### src/shared/wtp_pkg.sv
// Purpose: constants and types of the watchdog with postscaler
// Assumes: mclk is the watchdog's own free-running oscillator
// Notes: register offsets are byte addresses on APB
//
// What this block does
// - The counter runs from its own free-running oscillator, not the core clock.
// - Counting goes on while the core clock is stopped and the core sleeps.
// - An expiry while the core runs asks for a full device reset.
// - An expiry while the core sleeps wakes it instead of resetting it.
// - A programmed fuse disables the watchdog and software cannot enable it.
// - With no postscaler the time-out is a nominal 18 ms.
// - Software may assign a postscaler of up to 1:128 through the option register.
// - The clear instruction, and the sleep instruction while the core runs, clear the counter and an assigned postscaler.
// - Every expiry clears the active-low time-out flag.
package wtp_pkg;

	// time base
	localparam int unsigned NOMINAL_PERIOD_US = 18000;
	localparam int unsigned CLK_PERIOD_NS     = 50;
	localparam int unsigned BASE_CYCLES       =
		NOMINAL_PERIOD_US * 1000 / CLK_PERIOD_NS;

	// postscaler
	localparam int unsigned PS_SEL_W = 3;
	localparam int unsigned PS_CNT_W = 7;

	// apb map
	localparam int unsigned ADDR_W     = 8;
	localparam logic [7:0]  OFS_OPTION = 8'h00;
	localparam logic [7:0]  OFS_STATUS = 8'h04;
	localparam logic [7:0]  OFS_EVTSTS = 8'h08;
	localparam logic [7:0]  OFS_EVTCLR = 8'h0C;
	localparam logic [7:0]  OFS_EVTEN  = 8'h10;
	localparam logic [7:0]  OFS_COUNT  = 8'h14;

	// field positions
	localparam int unsigned OPT_PS_LSB   = 0;
	localparam int unsigned OPT_ASSIGN   = 3;
	localparam int unsigned OPT_W        = 4;
	localparam int unsigned STS_TIMEOUT  = 0;
	localparam int unsigned STS_ENABLED  = 1;
	localparam int unsigned STS_ASLEEP   = 2;
	localparam int unsigned EVT_RESET    = 0;
	localparam int unsigned EVT_WAKE     = 1;
	localparam int unsigned EVT_W        = 2;
	localparam int unsigned CNT_PS_LSB   = 0;
	localparam int unsigned CNT_BASE_LSB = 8;

	// values after reset
	localparam logic [3:0] OPTION_RST  = 4'hF;
	localparam logic       TIMEOUT_RST = 1'h1;
	localparam logic [1:0] EVT_RST     = 2'h0;

	typedef enum logic {
		MODE_RUN,
		MODE_SLEEP
	} wtp_mode_t;

endpackage

### src/hdl/wtp_watchdog.sv
// Purpose: watchdog with postscaler, apb registers and event interrupt
// Assumes: mclk is the free-running watchdog oscillator, never gated
// Notes: core instruction strobes are one-cycle pulses on mclk
//
// Decided for this implementation: the APB interface to the registers and the register offsets.
`timescale 1ns/10ps
module wtp_watchdog
	import wtp_pkg::*;
#(
	parameter int unsigned BASE = BASE_CYCLES
)(
	// clock and reset
	mclk,
	arst_n,
	// apb slave
	paddr,
	psel,
	penable,
	pwrite,
	pwdata,
	prdata,
	pready,
	pslverr,
	// core side
	clearWatchdogInstruction,
	sleepInstruction,
	otherWake,
	watchdogFuseEn,
	// results
	deviceReset,
	wakeCore,
	coreAsleep,
	timeoutStatusFlagN,
	irq
);

	localparam int unsigned BW = $clog2(BASE + 1);

	// clock and reset
	input  wire logic              mclk;
	input  wire logic              arst_n;
	// apb slave
	input  wire logic [ADDR_W-1:0] paddr;
	input  wire logic              psel;
	input  wire logic              penable;
	input  wire logic              pwrite;
	input  wire logic [31:0]       pwdata;
	output logic [31:0]            prdata;
	output logic                   pready;
	output logic                   pslverr;
	// core side
	input  wire logic              clearWatchdogInstruction;
	input  wire logic              sleepInstruction;
	input  wire logic              otherWake;
	input  wire logic              watchdogFuseEn;
	// results
	output logic                   deviceReset;
	output logic                   wakeCore;
	output logic                   coreAsleep;
	output logic                   timeoutStatusFlagN;
	output logic                   irq;

	typedef struct packed {
		logic              fuseMeta;
		logic              fuseSync;
		wtp_mode_t         mode;
		logic              asleep;
		logic [OPT_W-1:0]  option;
		logic              flagN;
		logic [EVT_W-1:0]  evtSts;
		logic [EVT_W-1:0]  evtEn;
		logic              devRst;
		logic              wake;
		logic              irq;
		logic              ready;
		logic              slvErr;
		logic [31:0]       rdata;
	} wtp_main_t;

	wtp_main_t           cur_r;
	wtp_main_t           cur_nxt;

	logic                expire;
	logic                chainClear;
	logic [BW-1:0]       baseCnt;
	logic [PS_CNT_W-1:0] psCnt;
	logic                access;
	logic                wrTake;
	logic                rdPrep;
	logic                mapped;
	logic [EVT_W-1:0]    evtSet;
	logic [EVT_W-1:0]    evtClr;
	logic [31:0]         rdValue;

	// sleep while already asleep does nothing, so it does not clear either
	assign chainClear = clearWatchdogInstruction ||
		(sleepInstruction && cur_r.mode == MODE_RUN);

	wtp_tick_chain #(
		.BASE (BASE),
		.BW   (BW)
	) watchdogCounter (
		.mclk     (mclk),
		.arst_n   (arst_n),
		.run      (cur_r.fuseSync),
		.clear    (chainClear),
		.psAssign (cur_r.option[OPT_ASSIGN]),
		.psSel    (cur_r.option[OPT_PS_LSB +: PS_SEL_W]),
		.expire   (expire),
		.baseCnt  (baseCnt),
		.psCnt    (psCnt)
	);

	// apb: access phase answered one cycle after it opens
	assign access = psel && penable;
	assign rdPrep = access && !cur_r.ready;
	assign wrTake = access && cur_r.ready && pwrite;

	always_comb begin
		case (paddr)
			OFS_OPTION,
			OFS_STATUS,
			OFS_EVTSTS,
			OFS_EVTCLR,
			OFS_EVTEN,
			OFS_COUNT: begin
				mapped = 1'b1;
			end
			default: begin
				mapped = 1'b0;
			end
		endcase
	end

	always_comb begin
		rdValue = '0;
		case (paddr)
			OFS_OPTION: begin
				rdValue[OPT_W-1:0] = cur_r.option;
			end
			OFS_STATUS: begin
				rdValue[STS_TIMEOUT] = cur_r.flagN;
				rdValue[STS_ENABLED] = cur_r.fuseSync;
				rdValue[STS_ASLEEP] = cur_r.asleep;
			end
			OFS_EVTSTS: begin
				rdValue[EVT_W-1:0] = cur_r.evtSts;
			end
			OFS_EVTEN: begin
				rdValue[EVT_W-1:0] = cur_r.evtEn;
			end
			OFS_COUNT: begin
				rdValue[CNT_PS_LSB +: PS_CNT_W] = psCnt;
				rdValue[CNT_BASE_LSB +: BW] = baseCnt;
			end
			default: begin
				rdValue = '0;
			end
		endcase
	end

	// events raised by an expiry, split by the core's state
	always_comb begin
		evtSet = '0;
		evtSet[EVT_RESET] = expire && cur_r.mode == MODE_RUN;
		evtSet[EVT_WAKE] = expire && cur_r.mode == MODE_SLEEP;
		evtClr = '0;
		if (wrTake && paddr == OFS_EVTCLR) begin
			evtClr = pwdata[EVT_W-1:0];
		end
	end

	always_comb begin
		cur_nxt = cur_r;
		cur_nxt.devRst = 1'b0;
		cur_nxt.wake = 1'b0;

		// fuse pin is a strap from outside: two flops before use
		cur_nxt.fuseMeta = watchdogFuseEn;
		cur_nxt.fuseSync = cur_r.fuseMeta;

		// apb handshake
		cur_nxt.ready = rdPrep;
		cur_nxt.slvErr = rdPrep && !mapped;
		if (rdPrep) begin
			cur_nxt.rdata = pwrite ? 32'h0000_0000 : rdValue;
		end
		if (wrTake && paddr == OFS_OPTION) begin
			cur_nxt.option = pwdata[OPT_W-1:0];
		end
		if (wrTake && paddr == OFS_EVTEN) begin
			cur_nxt.evtEn = pwdata[EVT_W-1:0];
		end

		// sticky events: a set in the clearing cycle survives
		cur_nxt.evtSts = (cur_r.evtSts & ~evtClr) | evtSet;

		// clear and sleep restore the flag, an expiry drops it
		if (chainClear) begin
			cur_nxt.flagN = 1'b1;
		end
		if (expire) begin
			cur_nxt.flagN = 1'b0;
		end

		case (cur_r.mode)
			MODE_RUN: begin
				if (expire) begin
					cur_nxt.devRst = 1'b1;
				end else if (sleepInstruction) begin
					cur_nxt.mode = MODE_SLEEP;
				end
			end
			MODE_SLEEP: begin
				if (expire) begin
					cur_nxt.wake = 1'b1;
					cur_nxt.mode = MODE_RUN;
				end else if (otherWake) begin
					cur_nxt.mode = MODE_RUN;
				end
			end
			default: begin
				cur_nxt.mode = MODE_RUN;
			end
		endcase
		cur_nxt.asleep = (cur_nxt.mode == MODE_SLEEP);

		cur_nxt.irq = |(cur_nxt.evtSts & cur_nxt.evtEn);
	end

	always_ff @(posedge mclk or negedge arst_n) begin
		if (!arst_n) begin
			cur_r.fuseMeta <= 1'b0;
			cur_r.fuseSync <= 1'b0;
			cur_r.mode <= MODE_RUN;
			cur_r.asleep <= 1'b0;
			cur_r.option <= OPTION_RST;
			cur_r.flagN <= TIMEOUT_RST;
			cur_r.evtSts <= EVT_RST;
			cur_r.evtEn <= EVT_RST;
			cur_r.devRst <= 1'b0;
			cur_r.wake <= 1'b0;
			cur_r.irq <= 1'b0;
			cur_r.ready <= 1'b0;
			cur_r.slvErr <= 1'b0;
			cur_r.rdata <= 32'h0000_0000;
		end else begin
			cur_r <= cur_nxt;
		end
	end

	assign prdata             = cur_r.rdata;
	assign pready             = cur_r.ready;
	assign pslverr            = cur_r.slvErr;
	assign deviceReset        = cur_r.devRst;
	assign wakeCore           = cur_r.wake;
	assign coreAsleep         = cur_r.asleep;
	assign timeoutStatusFlagN = cur_r.flagN;
	assign irq                = cur_r.irq;

	// checks

	reset_on_run_a: assert property (@(posedge mclk) disable iff (!arst_n)
		expire && !coreAsleep |=> deviceReset && !wakeCore)
		else $error("run expiry gave no device reset");

	wake_on_sleep_a: assert property (@(posedge mclk) disable iff (!arst_n)
		expire && coreAsleep |=> wakeCore && !deviceReset && !coreAsleep)
		else $error("sleep expiry did not wake the core");

	fuse_blocks_a: assert property (@(posedge mclk) disable iff (!arst_n)
		!cur_r.fuseSync [*2] |=> !deviceReset && !wakeCore)
		else $error("expiry while fuse disabled");

	flag_on_expire_a: assert property (@(posedge mclk) disable iff (!arst_n)
		expire |=> !timeoutStatusFlagN)
		else $error("time-out flag not cleared on expiry");

	flag_holds_a: assert property (@(posedge mclk) disable iff (!arst_n)
		!timeoutStatusFlagN && !chainClear |=> !timeoutStatusFlagN)
		else $error("time-out flag restored without clear or sleep");

	flag_on_clear_a: assert property (@(posedge mclk) disable iff (!arst_n)
		clearWatchdogInstruction && !expire |=> timeoutStatusFlagN ##1 !expire)
		else $error("clear did not restore flag or hold off expiry");

	sleep_counts_a: assert property (@(posedge mclk) disable iff (!arst_n)
		coreAsleep && cur_r.fuseSync && !clearWatchdogInstruction
		&& baseCnt != BW'(BASE - 1) |=> baseCnt == $past(baseCnt) + 1'b1)
		else $error("counter stalled in sleep");

	irq_level_a: assert property (@(posedge mclk) disable iff (!arst_n)
		irq == |(cur_r.evtSts & cur_r.evtEn))
		else $error("interrupt level differs from enabled events");

	apb_answer_a: assert property (@(posedge mclk) disable iff (!arst_n)
		psel && penable && !pready |=> pready ##1 !pready)
		else $error("apb answer not one cycle after access");

endmodule

### src/hdl/wtp_tick_chain.sv
// Purpose: base counter and postscaler of the watchdog
// Assumes: BASE of at least two cycles
// Notes: expire is a one-cycle pulse from a flip-flop
`timescale 1ns/10ps
module wtp_tick_chain
	import wtp_pkg::*;
#(
	parameter int unsigned BASE = BASE_CYCLES,
	parameter int unsigned BW   = $clog2(BASE + 1)
)(
	// clock and reset
	input  wire logic                mclk,
	input  wire logic                arst_n,
	// control
	input  wire logic                run,
	input  wire logic                clear,
	input  wire logic                psAssign,
	input  wire logic [PS_SEL_W-1:0] psSel,
	// results
	output logic                     expire,
	output logic [BW-1:0]            baseCnt,
	output logic [PS_CNT_W-1:0]      psCnt
);

	typedef struct packed {
		logic [BW-1:0]       base;
		logic [PS_CNT_W-1:0] ps;
		logic                exp;
	} wtp_chain_t;

	wtp_chain_t          cur_r;
	wtp_chain_t          cur_nxt;
	logic [PS_CNT_W-1:0] lastPs;
	logic                baseTop;
	logic                psTop;

	assign lastPs  = PS_CNT_W'((8'h01 << psSel) - 8'h01);
	assign baseTop = (cur_r.base == BW'(BASE - 1));
	// >= so a ratio cut short mid-count still ends when the current base period ends
	assign psTop   = !psAssign || (cur_r.ps >= lastPs);

	always_comb begin
		cur_nxt = cur_r;
		cur_nxt.exp = 1'b0;
		if (clear || !run) begin
			cur_nxt.base = '0;
			cur_nxt.ps = '0;
		end else if (baseTop) begin
			cur_nxt.base = '0;
			if (psTop) begin
				cur_nxt.ps = '0;
				cur_nxt.exp = 1'b1;
			end else begin
				cur_nxt.ps = cur_r.ps + 1'b1;
			end
		end else begin
			cur_nxt.base = cur_r.base + 1'b1;
		end
	end

	always_ff @(posedge mclk or negedge arst_n) begin
		if (!arst_n) begin
			cur_r <= '0;
		end else begin
			cur_r <= cur_nxt;
		end
	end

	assign expire  = cur_r.exp;
	assign baseCnt = cur_r.base;
	assign psCnt   = cur_r.ps;

	base_advance_a: assert property (@(posedge mclk) disable iff (!arst_n)
		run && !clear && !baseTop |=> baseCnt == $past(baseCnt) + 1'b1)
		else $error("base count did not advance");
	period_end_a: assert property (@(posedge mclk) disable iff (!arst_n)
		run && !clear && baseTop && psTop |=> expire)
		else $error("no expiry at end of period");
	clear_count_a: assert property (@(posedge mclk) disable iff (!arst_n)
		clear |=> baseCnt == '0 && psCnt == '0 ##1 !expire)
		else $error("clear did not zero the chain");
	ratio_hit_a: assert property (@(posedge mclk) disable iff (!arst_n)
		$rose(expire) && $past(psAssign) |-> $past(psCnt) >= $past(lastPs))
		else $error("expiry before postscaler ratio");

endmodule

### config.mk
export PLATFORM = sky130hd
export DESIGN_NAME = wtp_watchdog
export DESIGN_NICKNAME = d
export VERILOG_FILES = /design/src/shared/wtp_pkg.sv /design/src/hdl/wtp_watchdog.sv /design/src/hdl/wtp_tick_chain.sv
export SDC_FILE = /design/constraint.sdc
export NUM_CORES = 1
export LEC_CHECK = 0
export BUFFER_PORTS_ARGS = -buffer_cell sky130_fd_sc_hd__buf_2
export CAP_MARGIN = 20
export CORE_MARGIN = 2
export CORE_UTILIZATION = 53
export CTS_CLUSTER_DIAMETER = 40
export DETAILED_ROUTE_END_ITERATION = 10
export PLACE_DENSITY_LB_ADDON = 0.25
export SLEW_MARGIN = 20
export SYNTH_ARGS = -nofsm -noshare
export SYNTH_HDL_FRONTEND = slang
export SYNTH_HIERARCHICAL = 1
export SYNTH_SLANG_ARGS = --single-unit
### constraint.sdc
create_clock -name mclk -period 2.4 [get_ports mclk]
set_input_delay 0.36 -clock mclk [delete_from_list [all_inputs] [get_ports mclk]]
set_output_delay 0.36 -clock mclk [all_outputs]
set_load 0.01 [all_outputs]
Yosys cells after proc, flatten, opt, wreduce, memory -nomap -nowiden
Index checks and enable logic that the tools add are counted. W data, S select, Z words.

Register bits after elaboration: 76. Input port bits: 49. Output and inout bits: 39. Logic and storage cells: 80.

Add/subtract/negate cells: 3. Magnitude comparators: 1. Equality and inequality tests: 6. Shift operators: 1. Mux-type cells: 25. Bitwise operators: 5. Reductions and logical operators: 23.

Operator list (count): $mux W19 (2); $mux W27 (1); $mux W26 (1); $add A19 B1 Y19 const B (1); $eq A19 B19 Y1 const B (1); $eq A8 B4 Y1 const B (2); $eq A8 B5 Y1 const B (2); $mux W1 (12); $logic_and A1 B1 Y1 (11); $pmux W2 S5 (1); $eq A8 B3 Y1 const B (1); $logic_not A8 Y1 (1); $mux W8 (1); $add A7 B1 Y7 const B (1); $ge A7 B7 Y1 (1); $mux W7 (1); $shl A1 B3 Y7 const A (1); $sub A7 B1 Y7 const B (1); $reduce_or A6 Y1 (1); $and A2 B2 Y2 (2); $logic_not A1 Y1 (4); $mux W2 (2); $pmux W1 S2 (2); $reduce_bool A2 Y1 (2); 7 further kinds (9).

Depth between registers and ports, before layout
Gate-level depths: netlist of the first run.

Depth after elaboration: 10. Mapped depth: 8. Gate-level depth less buffers: 7.

Modules after synthesis
Netlist of the first run, hierarchy kept.

Modules (own cells, without submodules): wtp_watchdog (instances 1, cells an instance 165, area each 1999.4 µm², seq. area each 1082.3 µm²); wtp_tick_chain (instances 1, cells an instance 156, area each 1565.3 µm², seq. area each 675.6 µm²).

Worst setup path before layout of the first run
No wires, ideal clock.

Path type: register -> register. From: reg cur_r[44] (netlist bit). To: reg watchdogCounter.cur_r (netlist bit watchdogCounter/psCnt[2]). Setup time: 65 ps. Arrival: 1994 ps. Required time: 2335 ps. Setup slack: 342 ps. Cell stages (with the launch flop): 9. Path buffers: 1. Clock period less this slack: 2058 ps. Cells stage by stage: dfstp_2 > nand3_1 > ha_1 > and3_1 > a221oi_1 > o21ai_0 > buf_2 > o311ai_4 > o21a_1.

Cells in the longest elaborated chain, start to end: 7.

Ends and longest elaborated chain: from (decl) (RTL line wtp_watchdog.sv:80) `wtp_main_t cur_r;`; from (signal assigned) (RTL line wtp_watchdog.sv:248) `cur_r <= cur_nxt;`; $shl A1 B3 Y7 (RTL line wtp_tick_chain.sv:37) `assign lastPs = PS_CNT_W'((8'h01 << psSel) - 8'h01);`; $sub A7 B1 Y7 (RTL line wtp_tick_chain.sv:37); $ge A7 B7 Y1 (RTL line wtp_tick_chain.sv:40) `assign psTop = !psAssign || (cur_r.ps >= lastPs);`; $logic_or A1 B1 Y1 (RTL line wtp_tick_chain.sv:40); $mux W7 (RTL line wtp_tick_chain.sv:50) `if (psTop) begin`; $mux W8 (RTL line wtp_tick_chain.sv:48) `end else if (baseTop) begin`; $mux W26 (RTL line wtp_tick_chain.sv:45) `if (clear || !run) begin`; to (signal assigned) (RTL line wtp_tick_chain.sv:65) `cur_r <= cur_nxt;`; to (decl) (RTL line wtp_tick_chain.sv:31) `wtp_chain_t cur_r;`.

Every way passes these cells. The select of a mux whose other input is x is not followed. A chain may end at the register's enable or synchronous reset.

Worst setup path in the final report of the first run
Ends and elaborated chain as after synthesis.

==> flow_metrics.tcl, run 1 <==
set metrics [dict create \
    status "finished clean" \
    ys.flop_type "dfrtp_1" \
    grtUsageTotal 0.1939 \
    crit_path_start_kind "flop" \
    clk_pin_slew_ps 70 \
    arrival_ps 2570 \
    finClkSkew_ps 10.26 \
    met2_usage 0.2882 \
    maxSlewViolCount 0 \
    path_cells "nand3_1 -> ha_1 -> and3_1 -> a221oi_1 -> o21ai_1 -> buf_4 -> o311ai_4 -> o21a_1" \
    synth_top_area_frac 0.4563 \
    met3_usage 0.04812 \
    vias 2416 \
    syn-cell-area_um2 3565 \
    synth_edf_count 0 \
    finalWeightedCongestion 0.8041 \
    grt_max_degree 31 \
    overflow 0 \
    critPathTopFamily "compound AO/OA/AOI/OAI gates" \
    grt_use_met1 0.2722 \
    cp_slowest_stage_delay_ps 620 \
    start_util 0.5550 \
    end_kind "flop" \
    multi_input_area_um2 1479 \
    numPortBuffers 53 \
    drtPass1Iterations 4 \
    design.core.area_um2 6422 \
    synth_seq_cells 70 \
    yosysUniqueCellTypes 56 \
    synth_commonest_cells "dfrtp_1, buf_4, nor2_1" \
    layout-drive-gt1-share 0.2944 \
    synth.area.top_cells "dfrtp_1, buf_4, a22o_1" \
    stdcell_count 437 \
    grt.busiest_layer "met2" \
    ir_worst_vdd_mv 0.3434 \
    antenna_cells 0 \
    io_pins 88 \
    cellPowerDensity_nw_per_um2 576.2 \
    critPathKind "reg2reg" \
    syn_inst 321 \
    drcViolationCount 0 \
    cts-root-buf "clkbuf_8" \
    ys_warn_count 6 \
    die-area_um2 7398 \
    cts_max_path_buffers 2 \
    slew_headroom 0.4702 \
    fin_crit_sh 0.9543 \
    worst-path-buf-inv 1 \
    required_ps 2680 \
    antenna_left 0 \
    antenna_found_initial 0 \
    cts_tree "done" \
    cts_max_level 3 \
    fp.dieW_um 86.01 \
    setup-violations-final 0 \
    cap_violations 0 \
    synthArstFlopShare 1.000 \
    wl_per_cell_um 15.26 \
    yosysSeqAreaShare 0.4932 \
    grt_pass1_wl_um 11070 \
    rows 29 \
    worstPathMaxFanout 9 \
    synth_top_area_cell "dfrtp_1" \
    wl_um 6670 \
    num-nets-final 413 \
    fin_tns_setup_ps 0 \
    avgSynthCellArea_um2 11.10 \
    clkSinkCount 70 \
    dp_hpwl_um 4842 \
    regArea_um2 1758 \
    grt_setup_unrepaired "false" \
    fp.dieH_um 86.01 \
    insertion_delay_ps 350 \
    grt_pass1_vias 2287 \
    hold_viol 0 \
    synthMostInstantiatedCell "dfrtp_1" \
    fmax_ghz 0.4366 \
    nFillCells 524 \
    power_mw 2.262 \
    dp.cells 421 \
    leakage_nw 1.903 \
    tightest_slew_ps 787.4 \
    hp-class "in2async" \
    period_minus_slack_ps 2290 \
    syn_to_final_growth_pct 10.11 \
    cts_setup_buffers 0 \
    drt_iter0_markers 111 \
    numCtsBuffers 9 \
    crit_slowest_cell "dfstp_2" \
    vias_per_cell 5.529 \
]
## registers in the layout, indices dropped and copies added (netlist names), 7 cells and up
register and flops:
cur_r 9, prdata 26, watchdogCounter/baseCnt 19, watchdogCounter/psCnt 7
## area by class of cell
class	count	area share
multi-input cells	204	0.3768
clock inverters	5	0.01498
repair buffers	63	0.09308
flip-flops and latches	70	0.4479
well taps	77	0.02455
inverters	7	0.006694
clock buffers	11	0.03602
## layout by cell type (no fill, tap or decap), types with 2 or more instances in the layout
cell / count
xnor2_1: 7
or3_1: 3
and2_1: 3
and3_1: 3
o21ai_0: 7
a21o_1: 6
a311oi_1: 2
nand3b_1: 2
nor3_1: 7
ha_1: 9
or4_1: 4
nor2_1: 25
buf_4: 8
buf_2: 53
clkbuf_8: 10
nor3_2: 2
o21a_1: 3
nand3_1: 8
mux2_2: 7
buf_12: 2
dfstp_2: 5
o311ai_1: 2
nand2_1: 18
nand4_1: 3
inv_1: 7
dfrtp_1: 65
nor3b_1: 4
xor2_1: 8
nand2b_1: 4
conb_1: 6
clkinvlp_4: 2
nand4b_1: 3
nor4_1: 2
a22o_1: 24
mux2i_1: 4
a21oi_1: 4
o22a_1: 2
or4_4: 2
## repair_timing
item | CTS | global route
hold buffers | 0 | 0
endpoints found under the setup margin | 0 | 7
gates resized for setup | 0 | 3
## report_power, final
part	internal, mW	switching (mW)
logic	0.0381	0.0774
clock network	0.508	0.443
registers	1.19	0.00740
total	1.73	0.528
## through the flow
step	util	worst slack (ps)	instance area, um^2	hold WS, ps
final	0.6111	109.6	3925	20.58
after global routing	0.6111	18.20	3925	69.43
after CTS	0.6111	19.76	3925	30.88
after detailed placement	0.5800	71.60	3725	337.1
after global placement	0.5800	129.6	3725	336.6
after floorplan	-	341.7	3583	64.41
## per-layer routing
metal	wire (um)	part of all wire
met1	3176	0.48
met2	3060	0.46
met3	328	0.049
met4	106	0.016
met5	0	0
## worst paths after layout
check / startpoint / end / slack (ps) / depth (start not counted)
setup / recovery: cur_r[44] / watchdogCounter/psCnt[2] / 110 / 8
hold reg to reg: cur_nxt[48] / cur_r[48] / 350 / 0
min in group mclk: watchdogFuseEn / cur_nxt[48] / 120 / 1
setup reg to reg: cur_r[44] / watchdogCounter/psCnt[2] / 110 / 8
hold / removal: arst_n / watchdogCounter/baseCnt[1] / 20 / 1
max in group asynchronous: arst_n / cur_r[42] / 1670 / 2
## cell families (layout without fill, tap and decap cells)
family	after synthesis	after routing	synth area share
AND/OR/NAND/NOR	104	104	0.1741
flip-flops	70	70	0.4932
AO/OA/AOI/OAI	59	59	0.1327
buffers and inverters	52	86	0.09723
XOR/XNOR	15	15	0.03686
multiplexers	11	11	0.03335
adder cells (fa/ha/maj)	9	9	0.03159
other	1	6	0.001052
(Power assumes the default switching activity.)
==> run 2, diff against run 1 <==
--- a/config.mk
+++ b/config.mk
@@ -11,7 +11,8 @@
 export CORE_UTILIZATION = 53
 export CTS_CLUSTER_DIAMETER = 40
 export DETAILED_ROUTE_END_ITERATION = 10
-export PLACE_DENSITY_LB_ADDON = 0.25
+export PLACE_DENSITY = 0.79
+export RECOVER_POWER = 25
 export SLEW_MARGIN = 20
 export SYNTH_ARGS = -nofsm -noshare
 export SYNTH_HDL_FRONTEND = slang
==> flow_metrics.tcl, run 2 (same netlist as run 1, synthesis figures left out) <==
set metrics [dict create \
    worstPathMaxFanout 12 \
    antenna_left 0 \
    drcViolationCount 0 \
    cts_tree "done" \
    worst-path-buf-inv 1 \
    antenna_cells 0 \
    cellPowerDensity_nw_per_um2 590.5 \
    critPathKind "reg2reg" \
    mostFrequentLayoutCells "dfrtp_1, buf_2, nor2_1" \
    r2r_cells 8 \
    crit_slowest_cell "dfstp_2" \
    fp.dieH_um 86.01 \
    worst_hold_slack_ps 127.6 \
    numCtsBuffers 9 \
    leakage_nw 1.814 \
    clkSinkCount 70 \
    cts_max_path_buffers 2 \
    cts-root-buf "clkbuf_8" \
    hold_end "cur_nxt[48]" \
    start_util 0.5550 \
    grtUsageTotal 0.2027 \
    clk_pin_slew_ps 70 \
    die-area_um2 7398 \
    rows 29 \
    required_ps 2680 \
    vias_per_cell 5.749 \
    path_cells "nand3_1 -> ha_1 -> and3_1 -> a221oi_1 -> o21ai_0 -> buf_4 -> o311ai_2 -> o21a_1" \
    slew_headroom 0.2841 \
    finalWeightedCongestion 0.8358 \
    insertion_delay_ps 340 \
    num-nets-final 410 \
    wl_per_cell_um 16.35 \
    fp.dieW_um 86.01 \
    ir_worst_vdd_mv 0.2803 \
    grt_max_degree 27 \
    maxSlewViolCount 0 \
    critPathTopFamily "compound AO/OA/AOI/OAI gates" \
    period_minus_slack_ps 2296 \
    grt_pass1_vias 2341 \
    cp_slowest_stage_delay_ps 610 \
    hold_viol 0 \
    final_common_cell "dfrtp_1" \
    cap_violations 0 \
    cts_max_level 3 \
    drtPass1Iterations 4 \
    grt_setup_unrepaired "false" \
    drt_iter0_markers 228 \
    design.core.area_um2 6422 \
    layout-drive-gt1-share 0.2409 \
    status "finished clean" \
    arrival_ps 2570 \
    rrSetupSlack_ps 100 \
    largest_reg_flops 26 \
    antenna_found_initial 0 \
    reg2reg_to "watchdogCounter/psCnt[4]" \
    finClkSkew_ps 9.195 \
    syn_to_final_growth_pct 8.634 \
    dp_hpwl_um 4981 \
    hp-class "in2reg" \
    fin_crit_sh 0.9568 \
    grt_pass1_wl_um 11700 \
    fmax_ghz 0.4355 \
    end_kind "flop" \
    vias 2495 \
    numPortBuffers 53 \
    fin_tns_setup_ps 0 \
    wl_um 7097 \
    min_path_cells 1 \
    crit_start "cur_r[44]" \
    io_pins 88 \
    hold_path.startpoint "watchdogFuseEn" \
    tightest_slew_ps 1074 \
    overflow 0 \
    setup-violations-final 0 \
    r2r-start "cur_r[44]" \
    crit_path_start_kind "flop" \
]
[run 2: cell types whose count changed in the layout (fill, tap and decap cells not counted), moves of 2 or more]
cell / previous run / this run
buf_2: 53 / 35
clkbuf_1: 1 / 18
buf_12: 2 / 0
buf_4: 8 / 6
[run 2: worst max path at each step]
stage,to,slack (ps),cells after the start
after detailed placement,watchdogCounter/psCnt[3],70,8
after global routing,watchdogCounter/psCnt[4],8,8
after floorplan,watchdogCounter/psCnt[2],340,8
after CTS,watchdogCounter/psCnt[3],50,8
after global placement,watchdogCounter/psCnt[4],180,8
final,watchdogCounter/psCnt[4],100,8
[run 2: worst reg2reg max path, delay by kind of cell (launching register included)]
family	cells	cell delay (ps)
flops	1	610
simple gates	2	300
fa+ha+maj	1	290
compound gates	4	830
buf+inv	1	200
[run 2: per-layer routing]
layer  vias to the layer above  wire length, um  GRT usage  share of wire
met2                        83             3426     0.3108           0.48
li1                       1173                -          -              -
met5                         -                0          0              0
met4                         0              125    0.08225          0.018
met1                      1227             3239     0.2804           0.46
met3                        12              306    0.04427          0.043
[run 2: stage by stage]
stage	util	power (mW)	cells	worst slack (ps)	cell area [um^2]
4_1_cts	0.6053	2.298	434	50.38	3887
5_1_grt	0.6030	2.369	434	7.691	3872
3_5_place_dp	0.5714	1.330	417	69.32	3670
6_report	0.6030	2.287	434	103.7	3872
3_3_place_gp	0.5714	1.327	417	183.5	3670
2_1_floorplan	-	1.276	326	341.7	3583
[run 2: timing repair]
action | in CTS | in global routing
setup buffers | 0 | 0
gates resized for setup | 0 | 3
endpoints found under the hold margin | 19 | 0
setup endpoints to repair | 0 | 2
hold buffers | 1 | 0
[run 2: report_power, final]
group	internal [mW]	switching [mW]
sequential	1.19	0.00746
clock	0.537	0.442
combinational	0.0351	0.0782
[run 2: cell type report]
type	instances	area [um^2]
Clock buffer	11	151.4
Clock inverter	5	56.30
Fill cell	521	2550
Inverter	7	26.28
Multi-Input combinational cell	204	1486
Sequential cell	70	1758
Tap cell	77	96.34
Timing Repair Buffer	60	297.8
